--- config.mk ---
export PLATFORM = sky130hd
export DESIGN_NAME = cpm_power_mode_control
export DESIGN_NICKNAME = d
export VERILOG_FILES = /design/src/cpm_pkg.sv /design/src/cpm_sync.sv /design/src/cpm_power_mode_control.sv
export SDC_FILE = /design/constraint.sdc
export NUM_CORES = 1
export LEC_CHECK = 0
export ABC_CLOCK_PERIOD_IN_PS = 2600
export CORE_MARGIN = 2
export CORE_UTILIZATION = 55
export DETAILED_ROUTE_END_ITERATION = 12
export DONT_BUFFER_PORTS = 1
export MAX_ROUTING_LAYER = met4
export PLACE_DENSITY = 0.78
export SLEW_MARGIN = 20
export SYNTH_ARGS = -nofsm -noshare
export SYNTH_HDL_FRONTEND = slang
export SYNTH_SLANG_ARGS = --single-unit
export TNS_END_PERCENT = 30
--- constraint.sdc ---
create_clock -name mclk -period 2.6 [get_ports mclk]
set_clock_uncertainty 0.05 [all_clocks]
set_input_delay 0 -clock mclk [delete_from_list [all_inputs] [get_ports mclk]]
set_output_delay 0 -clock mclk [all_outputs]
set_load 0.01 [all_outputs]
--- src/cpm_pkg.sv ---
// Constants and types for the CPU power-mode controller.
// Assumes an 8-bit special-register port with address, write and read strobes.
package cpm_pkg;
  localparam logic [7:0]  CPM_POWER_CONTROL_ADDR = 8'h87;
  localparam logic [7:0]  CPM_POWER_CONTROL_RST  = 8'h00;
  localparam int          CPM_IDLE_BIT           = 0;
  localparam int          CPM_STOP_BIT           = 1;
  localparam int          CPM_FLAGS_LSB          = 2;
  localparam logic [15:0] CPM_RESET_VECTOR       = 16'h0000;
  localparam int          CPM_MCD_TIMEOUT_US     = 100;
  localparam int          CPM_CLK_MHZ            = 125;
  localparam int          CPM_MCD_CYCLES         = CPM_MCD_TIMEOUT_US * CPM_CLK_MHZ;

  typedef enum logic [1:0] {
    CPM_RUN   = 2'b00,
    CPM_IDLE  = 2'b01,
    CPM_STOP  = 2'b10,
    CPM_RESET = 2'b11
  } cpm_mode_t;

  typedef struct packed {
    logic       write;
    logic       read;
    logic [7:0] addr;
    logic [7:0] wdata;
  } cpm_sfr_t;

  typedef struct packed {
    logic cpuHalt;
    logic oscStop;
    logic periphStop;
    logic intGate;
  } cpm_gate_t;
endpackage

--- src/cpm_sync.sv ---
// Three-stage synchroniser with agreement of the last two stages.
// Assumes an asynchronous level input.
module cpm_sync
  import cpm_pkg::*;
(
  input  wire logic mclk,
  input  wire logic rst,
  input  wire logic din,
  output logic      dout
);
  logic s1;
  logic s2;
  logic s3;

  always_ff @(posedge mclk) begin
    if (rst) begin
      s1   <= 1'b0;
      s2   <= 1'b0;
      s3   <= 1'b0;
      dout <= 1'b0;
    end else begin
      s1 <= din;
      s2 <= s1;
      s3 <= s2;
      if (s2 == s3) begin
        dout <= s3;
      end
    end
  end
endmodule

--- src/cpm_power_mode_control.sv ---
// Power-mode controller: idle, stop, oscillator suspend and reset-driven wake.
// Assumes the core pulses instrDone at each instruction boundary and that
// the core restarts at resetVector whenever coreReset is high.
module cpm_power_mode_control
  import cpm_pkg::*;
#(
  parameter int MCD_CYCLES = CPM_MCD_CYCLES
) (
  input  wire logic        mclk,
  input  wire logic        rst,
  input  wire cpm_sfr_t    sfr,
  input  wire logic        instrDone,
  input  wire logic        intPending,
  input  wire logic        wdtEnable,
  input  wire logic        wdtExpire,
  input  wire logic        mcdEnable,
  input  wire logic        extResetPin,
  input  wire logic        suspendReq,
  input  wire logic        usbEvent,
  input  wire logic        vbusPin,
  input  wire logic        vbus_wake_polarity,
  output logic [7:0]       rdata,
  output cpm_gate_t        gate,
  output logic             coreReset,
  output logic [15:0]      resetVector,
  output logic             serviceInt,
  output logic             intOscRun,
  output logic [1:0]       mode
);
  localparam int               MCD_W    = $clog2(MCD_CYCLES + 1);
  localparam logic [MCD_W-1:0] MCD_LAST = MCD_W'(MCD_CYCLES - 1);
  localparam logic [MCD_W-1:0] MCD_FULL = MCD_W'(MCD_CYCLES);
  localparam logic [MCD_W-1:0] MCD_STEP = MCD_W'(1);

  // Below two the detector would fire on the first stop cycle
  if (MCD_CYCLES < 2) begin : gBadMcd
    $error("MCD_CYCLES must be at least 2");
  end

  // Both strobes decode the same address
  function automatic logic hitsPowerControl(input logic strobe, input logic [7:0] addr);
    return strobe && (addr == CPM_POWER_CONTROL_ADDR);
  endfunction

  cpm_mode_t        state;
  cpm_mode_t        next_state;
  logic [5:0]       general_flags;
  logic [5:0]       next_general_flags;
  logic             idleSel;
  logic             next_idleSel;
  logic             stopSel;
  logic             next_stopSel;
  logic             vbusSync;
  logic             extRstSync;
  logic             suspended;
  logic             next_suspended;
  logic [MCD_W-1:0] mcdCount;
  logic [MCD_W-1:0] next_mcdCount;
  logic [7:0]       next_rdata;
  cpm_gate_t        next_gate;
  logic             next_coreReset;
  logic             next_serviceInt;
  logic             next_intOscRun;

  // Both pins come from outside the clock domain
  cpm_sync uVbus (
    .mclk(mclk),
    .rst (rst),
    .din (vbusPin),
    .dout(vbusSync)
  );
  cpm_sync uRst (
    .mclk(mclk),
    .rst (rst),
    .din (extResetPin),
    .dout(extRstSync)
  );

  wire pcWrite   = hitsPowerControl(sfr.write, sfr.addr);
  wire pcRead    = hitsPowerControl(sfr.read, sfr.addr);
  wire inReset   = (state == CPM_RESET);
  wire inIdle    = (state == CPM_IDLE);
  wire inStop    = (state == CPM_STOP);
  wire nextIdle  = (next_state == CPM_IDLE);
  wire nextStop  = (next_state == CPM_STOP);
  wire wdtReset  = wdtEnable && wdtExpire && inIdle;
  // Oscillator is off in stop, so the detector sees no clock and fires
  wire mcdReset  = mcdEnable && inStop && (mcdCount >= MCD_LAST);
  wire anyReset  = extRstSync || wdtReset || mcdReset;
  wire vbusMatch = (vbusSync == vbus_wake_polarity);
  wire oscWake   = usbEvent || vbusMatch;
  wire idleWake  = inIdle && intPending;

  always_comb begin
    next_state = state;
    unique case (state)
      CPM_RUN: begin
        // Selection takes effect only at the instruction boundary
        if (anyReset) next_state = CPM_RESET;
        else if (instrDone && stopSel) next_state = CPM_STOP;
        else if (instrDone && idleSel) next_state = CPM_IDLE;
      end
      CPM_IDLE: begin
        if (anyReset) next_state = CPM_RESET;
        else if (intPending) next_state = CPM_RUN;
      end
      CPM_STOP: begin
        // Interrupts ignored here
        if (anyReset) next_state = CPM_RESET;
      end
      CPM_RESET: begin
        // Held here while the synchronised external reset stays asserted
        if (!anyReset) next_state = CPM_RUN;
      end
      default: next_state = CPM_RESET;
    endcase
  end

  // Clear on any reset so software reads the reset value again
  assign next_general_flags = inReset ? CPM_POWER_CONTROL_RST[7:CPM_FLAGS_LSB]
                            : pcWrite ? sfr.wdata[7:CPM_FLAGS_LSB]
                            : general_flags;
  // Interrupt clear beats a write in the same cycle
  assign next_idleSel = inReset  ? CPM_POWER_CONTROL_RST[CPM_IDLE_BIT]
                      : idleWake ? 1'b0
                      : pcWrite  ? sfr.wdata[CPM_IDLE_BIT]
                      : (nextIdle || nextStop) ? 1'b0
                      : idleSel;
  // Self-clear on entry, so a wake never re-enters the mode
  assign next_stopSel = inReset ? CPM_POWER_CONTROL_RST[CPM_STOP_BIT]
                      : pcWrite ? sfr.wdata[CPM_STOP_BIT]
                      : (nextIdle || nextStop) ? 1'b0
                      : stopSel;
  // Saturates so a long stop cannot wrap below the limit
  assign next_mcdCount = !inStop ? '0
                       : (mcdCount < MCD_FULL) ? mcdCount + MCD_STEP
                       : mcdCount;
  // Wake wins over a fresh request
  assign next_suspended = oscWake ? 1'b0
                        : suspendReq ? 1'b1
                        : suspended;

  assign next_rdata      = pcRead ? {general_flags, 2'b00} : rdata;
  // Clocks and peripherals keep running in idle; only the CPU stalls
  assign next_gate       = '{cpuHalt:    nextIdle || nextStop,
                             oscStop:    nextStop,
                             periphStop: nextStop,
                             intGate:    nextStop};
  assign next_coreReset  = (next_state == CPM_RESET);
  assign next_serviceInt = idleWake && !anyReset;
  assign next_intOscRun  = !nextStop && !(suspended && !oscWake);

  // Power-up lands in the reset state so the core sees coreReset
  always_ff @(posedge mclk) begin
    if (rst) begin
      state <= CPM_RESET;
    end else begin
      state <= next_state;
    end
  end

  always_ff @(posedge mclk) begin
    if (rst) begin
      general_flags <= CPM_POWER_CONTROL_RST[7:CPM_FLAGS_LSB];
      idleSel       <= CPM_POWER_CONTROL_RST[CPM_IDLE_BIT];
      stopSel       <= CPM_POWER_CONTROL_RST[CPM_STOP_BIT];
    end else begin
      general_flags <= next_general_flags;
      idleSel       <= next_idleSel;
      stopSel       <= next_stopSel;
    end
  end

  always_ff @(posedge mclk) begin
    if (rst) begin
      mcdCount <= '0;
    end else begin
      mcdCount <= next_mcdCount;
    end
  end

  always_ff @(posedge mclk) begin
    if (rst) begin
      suspended <= 1'b0;
    end else begin
      suspended <= next_suspended;
    end
  end

  always_ff @(posedge mclk) begin
    if (rst) begin
      rdata <= CPM_POWER_CONTROL_RST;
    end else begin
      rdata <= next_rdata;
    end
  end

  // Constant, but registered so every output leaves a flop
  always_ff @(posedge mclk) begin
    if (rst) begin
      resetVector <= CPM_RESET_VECTOR;
    end else begin
      resetVector <= CPM_RESET_VECTOR;
    end
  end

  always_ff @(posedge mclk) begin
    if (rst) begin
      gate      <= '0;
      coreReset <= 1'b1;
      mode      <= CPM_RESET;
    end else begin
      gate      <= next_gate;
      coreReset <= next_coreReset;
      mode      <= next_state;
    end
  end

  always_ff @(posedge mclk) begin
    if (rst) begin
      serviceInt <= 1'b0;
      intOscRun  <= 1'b0;
    end else begin
      serviceInt <= next_serviceInt;
      intOscRun  <= next_intOscRun;
    end
  end
endmodule

==> run metrics, run 1 <==
status=finished with violations; violations in the final reports=negative hold slack; Initial Utilization=59.0%; first-pass GRT wire length=6.60 mm; cell at the root of the clock tree=clkbuf_4; crit path buf inv count=0; largest net degree at the start of global routing=25; Int Pwr=961 uW; DR WL/cell=14.1 um; dpl hpwl=2.63 mm; clk sinks=44; initial antenna violation count=0; Sw Ratio=23.1%; Iteration-0 DRC Markers=137; FF+latch count, synth=44; most frequent CP cell=and2_1; Final Cycle Share=84.2%; vias in the first global route=1475; final RePlAce weighted congestion=0.844; slowest CP cell=dfxtp_1; PwrDens=553 nW/um^2; area post-placement=1970 um^2; Fin Setup TNS=0 ns; Sequential Power Share=56.4%; most common library cells after synthesis=44 x dfxtp_1, 23 x nor2_1, 21 x buf_4, 13 x mux2i_1, 10 x nand2_1; static leakage=0.000917 uW; Critical Path AT=2.36 ns; final hold vios=1; Tot Pwr=1250 uW; Vias per Instance=5.52; ranking of synthesized cells by area=dfxtp_1 44%, buf_4 7.8%, mux2i_1 6.5%; Layout area overhead=12.4%; core box area=3420 um^2; maximum fanout along the worst path=6; unrepaired setup endpoints after global routing=no; crit path from=mcdCount[8]; Seq/Total Area, Yosys=43.7%; crit start category=register; Die X=64.5 um; H-Tree Level Count=2; R2R Setup Slk=0.41 ns; clock group share of total power=36.4%; setup bufs post-CTS=0; drt drc=0; number of flops mapped to enable cells by yosys=0; RR Endpoint=idleSel; CP Cell Sequence=nor4_4 -> a311o_2 -> a211oi_2 -> and2_1 -> ha_1 -> and2_1 -> mux2i_1 -> nor3_1; Synth area leader=dfxtp_1; depth of the most critical reg-to-reg path=8; Gate power share=7.2%; Die Y=64.5 um; Slew Viols, Final=0; FFs w/ async S/R, synth=0%; final worst path period need=2.19 ns; count leader, synth=dfxtp_1; TritonCTS clock tree=built; Fill cells=278; Buffers on Ports=0; Distinct cells, synth=44; worst skew pair latency=0.36 ns; CP endpoint kind=register; Max-Cap Viols=0; design area=2260 um^2; Slew headroom=45.1%; worst-case vdd ir drop=0.369 mV; Crit path depth=8; clock slew at reported path FFs=0.13 ns; final core occ=66.3%; Switch Pwr=289 uW; Final ANT Viol Nets=0; GRT Resource Usage Total=21.0%; layout cell share with drive strength beyond 1=8.44%; worst-margin pin slew=0.821 ns; Top FF cell, synth=dfxtp_1; I/O pin count=63; Setup-failing EPs final=0; Ys Warns=0; Yosys top cell area share=43.7%; Req. time, crit path=2.77 ns; Setup crit end=idleSel; CP max stage delay=0.48 ns; total iterations of the first detailed-routing run=4; Min Hold Slack=-0.00858 ns; routed wire length=3.99 mm; Mapped Area=2010 um^2; die area=4160 um^2; Achievable Freq=457 MHz; worst min-delay path class=in2reg; vias post-DR=1563; worst r2r src=mcdCount[8]; Rows=21; Longest Clk Path Bufs=2; grt total ovfl=0; nets@finish=269; CP top delay family=compound AO/OA/AOI/OAI gates; # diodes=0; Mean Syn Cell Area=9.33 um^2; cell count after synthesis=216; CTS buffer count=5; Crit Path Category=reg2reg
==> cell usage in the layout, fill, tap and decap left out, types with 2 or more instances in the layout <==
cell type      netlist  layout
and2_1               3       3
a31oi_1              3       3
mux2i_1             13      13
nand4_1              5       5
a21oi_1              8       8
clkbuf_4             0       5
nand2_1             10      10
dfxtp_1             44      42
nor2_1              23      23
nor4_1               3       3
dfxtp_2              0       2
a21o_1               2       2
nand2b_1             2       2
o311ai_0             2       2
inv_1                2       2
or2_2                2       2
o211ai_1             3       3
nor4b_1              2       2
ha_1                 3       3
nand3_1              7       7
conb_1               1      18
and3_1               3       3
nor3_1               6       6
xnor2_1              6       6
nor2b_1              9       9
o21a_1               2       2
o41ai_1              2       2
or4_1                2       2
o21ai_0              8       7
dlygate4sd3_1        0      20
==> power by group through the flow <==
stage | combinational (uW) | sequential [uW] | clock, uW
floorplan | 76.0 | 717 | 0
global placement | 59.3 | 720 | 0
detailed placement | 59.2 | 720 | 0
CTS | 86.5 | 705 | 463
global route | 99.7 | 708 | 491
finish | 89.5 | 706 | 456
==> routing by layer <==
layer  track usage [%]  wire length, um  vias up
met5                 -                0        -
met3              5.38              276        5
met4              8.24               47        0
li1                  -                -      777
met1              24.5             1740      717
met2              34.8             1930       64
==> flip-flops by register name, summed over array words and instances, names as in the netlist, 2 cells and up <==
register       count
rdata              6
gate               2
mode               2
general_flags      6
mcdCount          14
==> per-stage QoR <==
stage	hold WS, ns	cells	worst slack, ns
finish	-0.00858	283	0.411
global placement	0.0212	255	0.544
global route	0.0386	283	0.283
CTS	0.0398	283	0.0318
detailed placement	0.0206	255	0.489
floorplan	0.0216	233	0.556
==> cell families after synthesis <==
family	share of synthesized area, %
simple gates	25.4
xor+xnor	2.61
mux	6.46
other cells	0.186
fa+ha+maj	1.86
compound gates	10.8
flops	43.7
buf+inv	8.94
==> layout make-up <==
type | count | area [um^2] | area share [%]
clock buffers | 6 | 51.3 | 2.27
multi-input cells | 162 | 1020 | 44.9
inverters | 2 | 7.51 | 0.332
flip-flops and latches | 44 | 883 | 39.0
well taps | 46 | 57.6 | 2.54
clock inverters | 2 | 38.8 | 1.71
repair buffers | 21 | 208 | 9.18
==> worst min-delay path, cell delays in order <==
cell	delay [ns]
a21oi_1	0.06
o21ai_1	0.20
or2_2	0.13
==> what timing repair did <==
action | in CTS | in global routing
endpoints found under the setup margin | 0 | 1
resized for setup | 0 | 3
hold buffers | 20 | 1
endpoints found under the hold margin | 35 | 1
==> how the worst min path moves through the flow <==
stage	startpoint	endpoint	slack [ns]	depth (start not counted)
3_5_place_dp	rst	gate[3]	0.02	1
3_3_place_gp	rst	uRst.dout	0.02	1
4_1_cts	rst	mcdCount[1]	0.04	2
5_1_grt	instrDone	mode[1]	0.04	3
6_report	instrDone	mode[1]	-0.009	3
2_1_floorplan	rst	uVbus.s1	0.02	1
Power figures use the tool's default switching activity.
==> inputs of run 2 (changes only) <==
- ABC_AREA: default -> 1
- ABC_CLOCK_PERIOD_IN_PS: 2600 -> 1800
- PLACE_DENSITY: 0.78 -> 0.81
- clock period: 2.6 -> 1.8 ns (I/O delays scaled with it)
==> run 2 against run 1 <==
Largest cell class unchanged. Utilization up 0.73 points. Die area up 9.2%. Worst setup slack worse by 0.33 ns. The run still ends with negative hold slack left. Cell count up 41%. Global-route usage up 4.1 points. Wire length up 27%. Critical endpoint unchanged. Synthesized area up 9.9%.
==> run metrics, run 2 <==
Mean Syn Cell Area=7.09 um^2 (-24%); die area=4550 um^2 (+9.2%); Vias per Instance=4.98 (-9.8%); PwrDens=773 nW/um^2 (+40%); Rows=23 (+9.5%); routed wire length=5.06 mm (+27%); FFs w/ async S/R, synth=0% (unchanged); crit path from=mcdCount[1]; CP top delay family=simple AND/OR/NAND/NOR gates; crit path buf inv count=1 (+1); Top FF cell, synth=dfxtp_1; area post-placement=2260 um^2 (+15%); Seq/Total Area, Yosys=39.8% (-3.9 points); Ys Warns=0 (unchanged); Achievable Freq=583 MHz (+28%); Mapped Area=2210 um^2 (+9.9%); Slew headroom=66.6% (+22 points); Crit path depth=11 (+3); worst-case vdd ir drop=0.649 mV (+76%); violations in the final reports=negative hold slack; slowest CP cell=dfxtp_2; Multi-input gate area=1070 um^2 (+5.0%); Critical Path AT=1.90 ns (-0.46 ns); worst r2r src=mcdCount[1]; Die X=67.4 um (+4.5%); max reg flops=14 (unchanged); commonest non-fill, non-tap cells in the layout=56 x nand2_1, 47 x nor2_1, 40 x dfxtp_1; worst skew pair latency=0.30 ns (-0.06 ns); most frequent CP cell=nand3_1; Final Cycle Share=95.3% (+11 points); Yosys top cell area share=39.8% (-3.9 points); Initial Utilization=56.1% (-2.8 points); commonest non-fill, non-tap cell in the layout=nand2_1; Max-Cap Viols=0 (unchanged); nets@finish=382 (+42%); grt total ovfl=0 (unchanged); largest net degree at the start of global routing=14 (-44%); Tot Pwr=2040 uW (+63%); depth of the most critical reg-to-reg path=11 (+3); final hold vios=1 (unchanged); CP max stage delay=0.36 ns (-0.12 ns); layout cell share with drive strength beyond 1=15.2% (+6.7 points); Crit Path Category=reg2reg; worst min-delay path class=in2reg; Buffers on Ports=0 (unchanged); most common library cells after synthesis=57 x nand2_1, 47 x nor2_1, 44 x dfxtp_1, 35 x inv_1; Slew Viols, Final=0 (unchanged); Synth area leader=dfxtp_1; Iteration-0 DRC Markers=160 (+17%); design area=2640 um^2 (+17%); Worst Hold Depth=4 (+1); DR WL/cell=12.7 um (-10%); final worst path period need=1.71 ns (-0.474 ns); unrepaired setup endpoints after global routing=yes; setup bufs post-CTS=0 (unchanged); cell at the root of the clock tree=clkbuf_8; Die Y=67.4 um (+4.5%); H-Tree Level Count=2 (unchanged); total iterations of the first detailed-routing run=4 (unchanged); Longest Clk Path Bufs=2 (unchanged); Fill cells=315 (+13%); # diodes=0 (unchanged); Most flops, register=mcdCount; crit start category=register; Sequential Area=886 um^2 (+0.28%); maximum fanout along the worst path=5 (-1); vias in the first global route=1890 (+28%); Setup-failing EPs final=0 (unchanged); worst-margin pin slew=0.499 ns (-0.322 ns); FF+latch count, synth=44 (unchanged); Min-Delay Startpoint=mcdEnable; Req. time, crit path=1.98 ns (-0.79 ns); vias post-DR=1988 (+27%); Layout area overhead=19.3%; status=finished with violations; dpl hpwl=3.18 mm (+21%); Distinct cells, synth=29 (-34%); ranking of synthesized cells by area=dfxtp_1 40%, nand2_1 9.7%, nor2_1 8.0%; clock slew at reported path FFs=0.08 ns (-0.05 ns); I/O pin count=63 (unchanged); Largest regs=mcdCount x14, general_flags x6, rdata x6; first-pass GRT wire length=8.24 mm (+25%); CTS buffer count=5 (unchanged); core box area=3940 um^2 (+15%); number of flops mapped to enable cells by yosys=0 (unchanged); clk sinks=44 (unchanged); drt drc=0 (unchanged); initial antenna violation count=0 (unchanged); final RePlAce weighted congestion=0.880 (+4.2%); cell count after synthesis=312 (+44%); Min Hold Slack=-0.0000932 ns (+0.00848 ns); static leakage=0.00117 uW (+27%); TritonCTS clock tree=built; CP endpoint kind=register; GRT Resource Usage Total=25.1% (+4.1 points); CP Cell Sequence=ha_2 -> nand3_1 -> nor2_1 -> nand2_1 -> nand3_1 -> nand2_2 -> nand3_1 -> inv_1 -> ha_1 -> nand3_1 -> a21oi_1; count leader, synth=nand2_1; Final ANT Viol Nets=0 (unchanged)
## run 2: area by class of cell
class / instances / area share [%]
clock buffer: 5 / 2.61
clock inverter: 2 / 2.27
inverter: 44 / 6.25
multi-input combinational: 218 / 40.5
sequential: 44 / 33.5
tap: 50 / 2.37
timing repair buffer: 36 / 12.5
## run 2: report_power, final
| part | switching [uW] | internal, uW |
|---|---|---|
| Sequential | 23.3 | 996 |
| Clock | 322 | 546 |
| Combinational | 90.3 | 63.3 |
## run 2: path summary, 6_finish.rpt
kind              endpoint  slack [ns]
setup / recovery   idleSel        0.09
hold / removal     mode[0]    -0.00009
setup reg to reg   idleSel        0.09
hold reg to reg   uVbus.s2        0.36
## run 2: routing by layer
layer	vias up	wire (um)	track usage [%]
li1	1020	-	-
met1	908	2060	27.7
met2	50	2720	44.1
met3	10	184	5.00
met4	0	93	10.2
met5	-	0	-
## run 2: cells by family (layout without fill, tap and decap cells)
| kind of cell | after synthesis | after routing | synth area share, % |
|---|---|---|---|
| compound gates | 40 | 40 | 10.5 |
| xor+xnor | 4 | 4 | 1.58 |
| fa+ha+maj | 3 | 3 | 1.70 |
| buf+inv | 67 | 87 | 15.3 |
| flops | 44 | 44 | 39.8 |
| other cells | 1 | 18 | 0.169 |
| simple gates | 153 | 153 | 31.0 |
## run 2: through the flow
stage / cells / setup WS, ns / utilization, % / setup TNS (ns)
after floorplan: 329 / 0.134 / - / 0
after global placement: 368 / 0.114 / 57.3 / 0
after detailed placement: 368 / 0.0133 / 57.3 / 0
after CTS: 399 / 0.00217 / 66.6 / 0
after global routing: 399 / -0.0197 / 67.0 / -0.0391
final: 399 / 0.0851 / 67.0 / 0
## run 2: worst register-to-register path, stage by stage (launching register included)
cell and delay [ns]:
dfxtp_2 0.36, ha_2 0.19, nand3_1 0.07, nor2_1 0.09, nand2_1 0.06, nand3_1 0.07
nand2_2 0.09, nand3_1 0.10, inv_1 0.05, ha_1 0.31, nand3_1 0.08, a21oi_1 0.12
## run 2: repair_timing
| action | 4_1_cts | 5_1_grt |
|---|---|---|
| hold buffers | 24 | 0 |
| endpoints found under the setup margin | 0 | 6 |
| gates resized for setup | 0 | 7 |
| endpoints found under the hold margin | 34 | 0 |
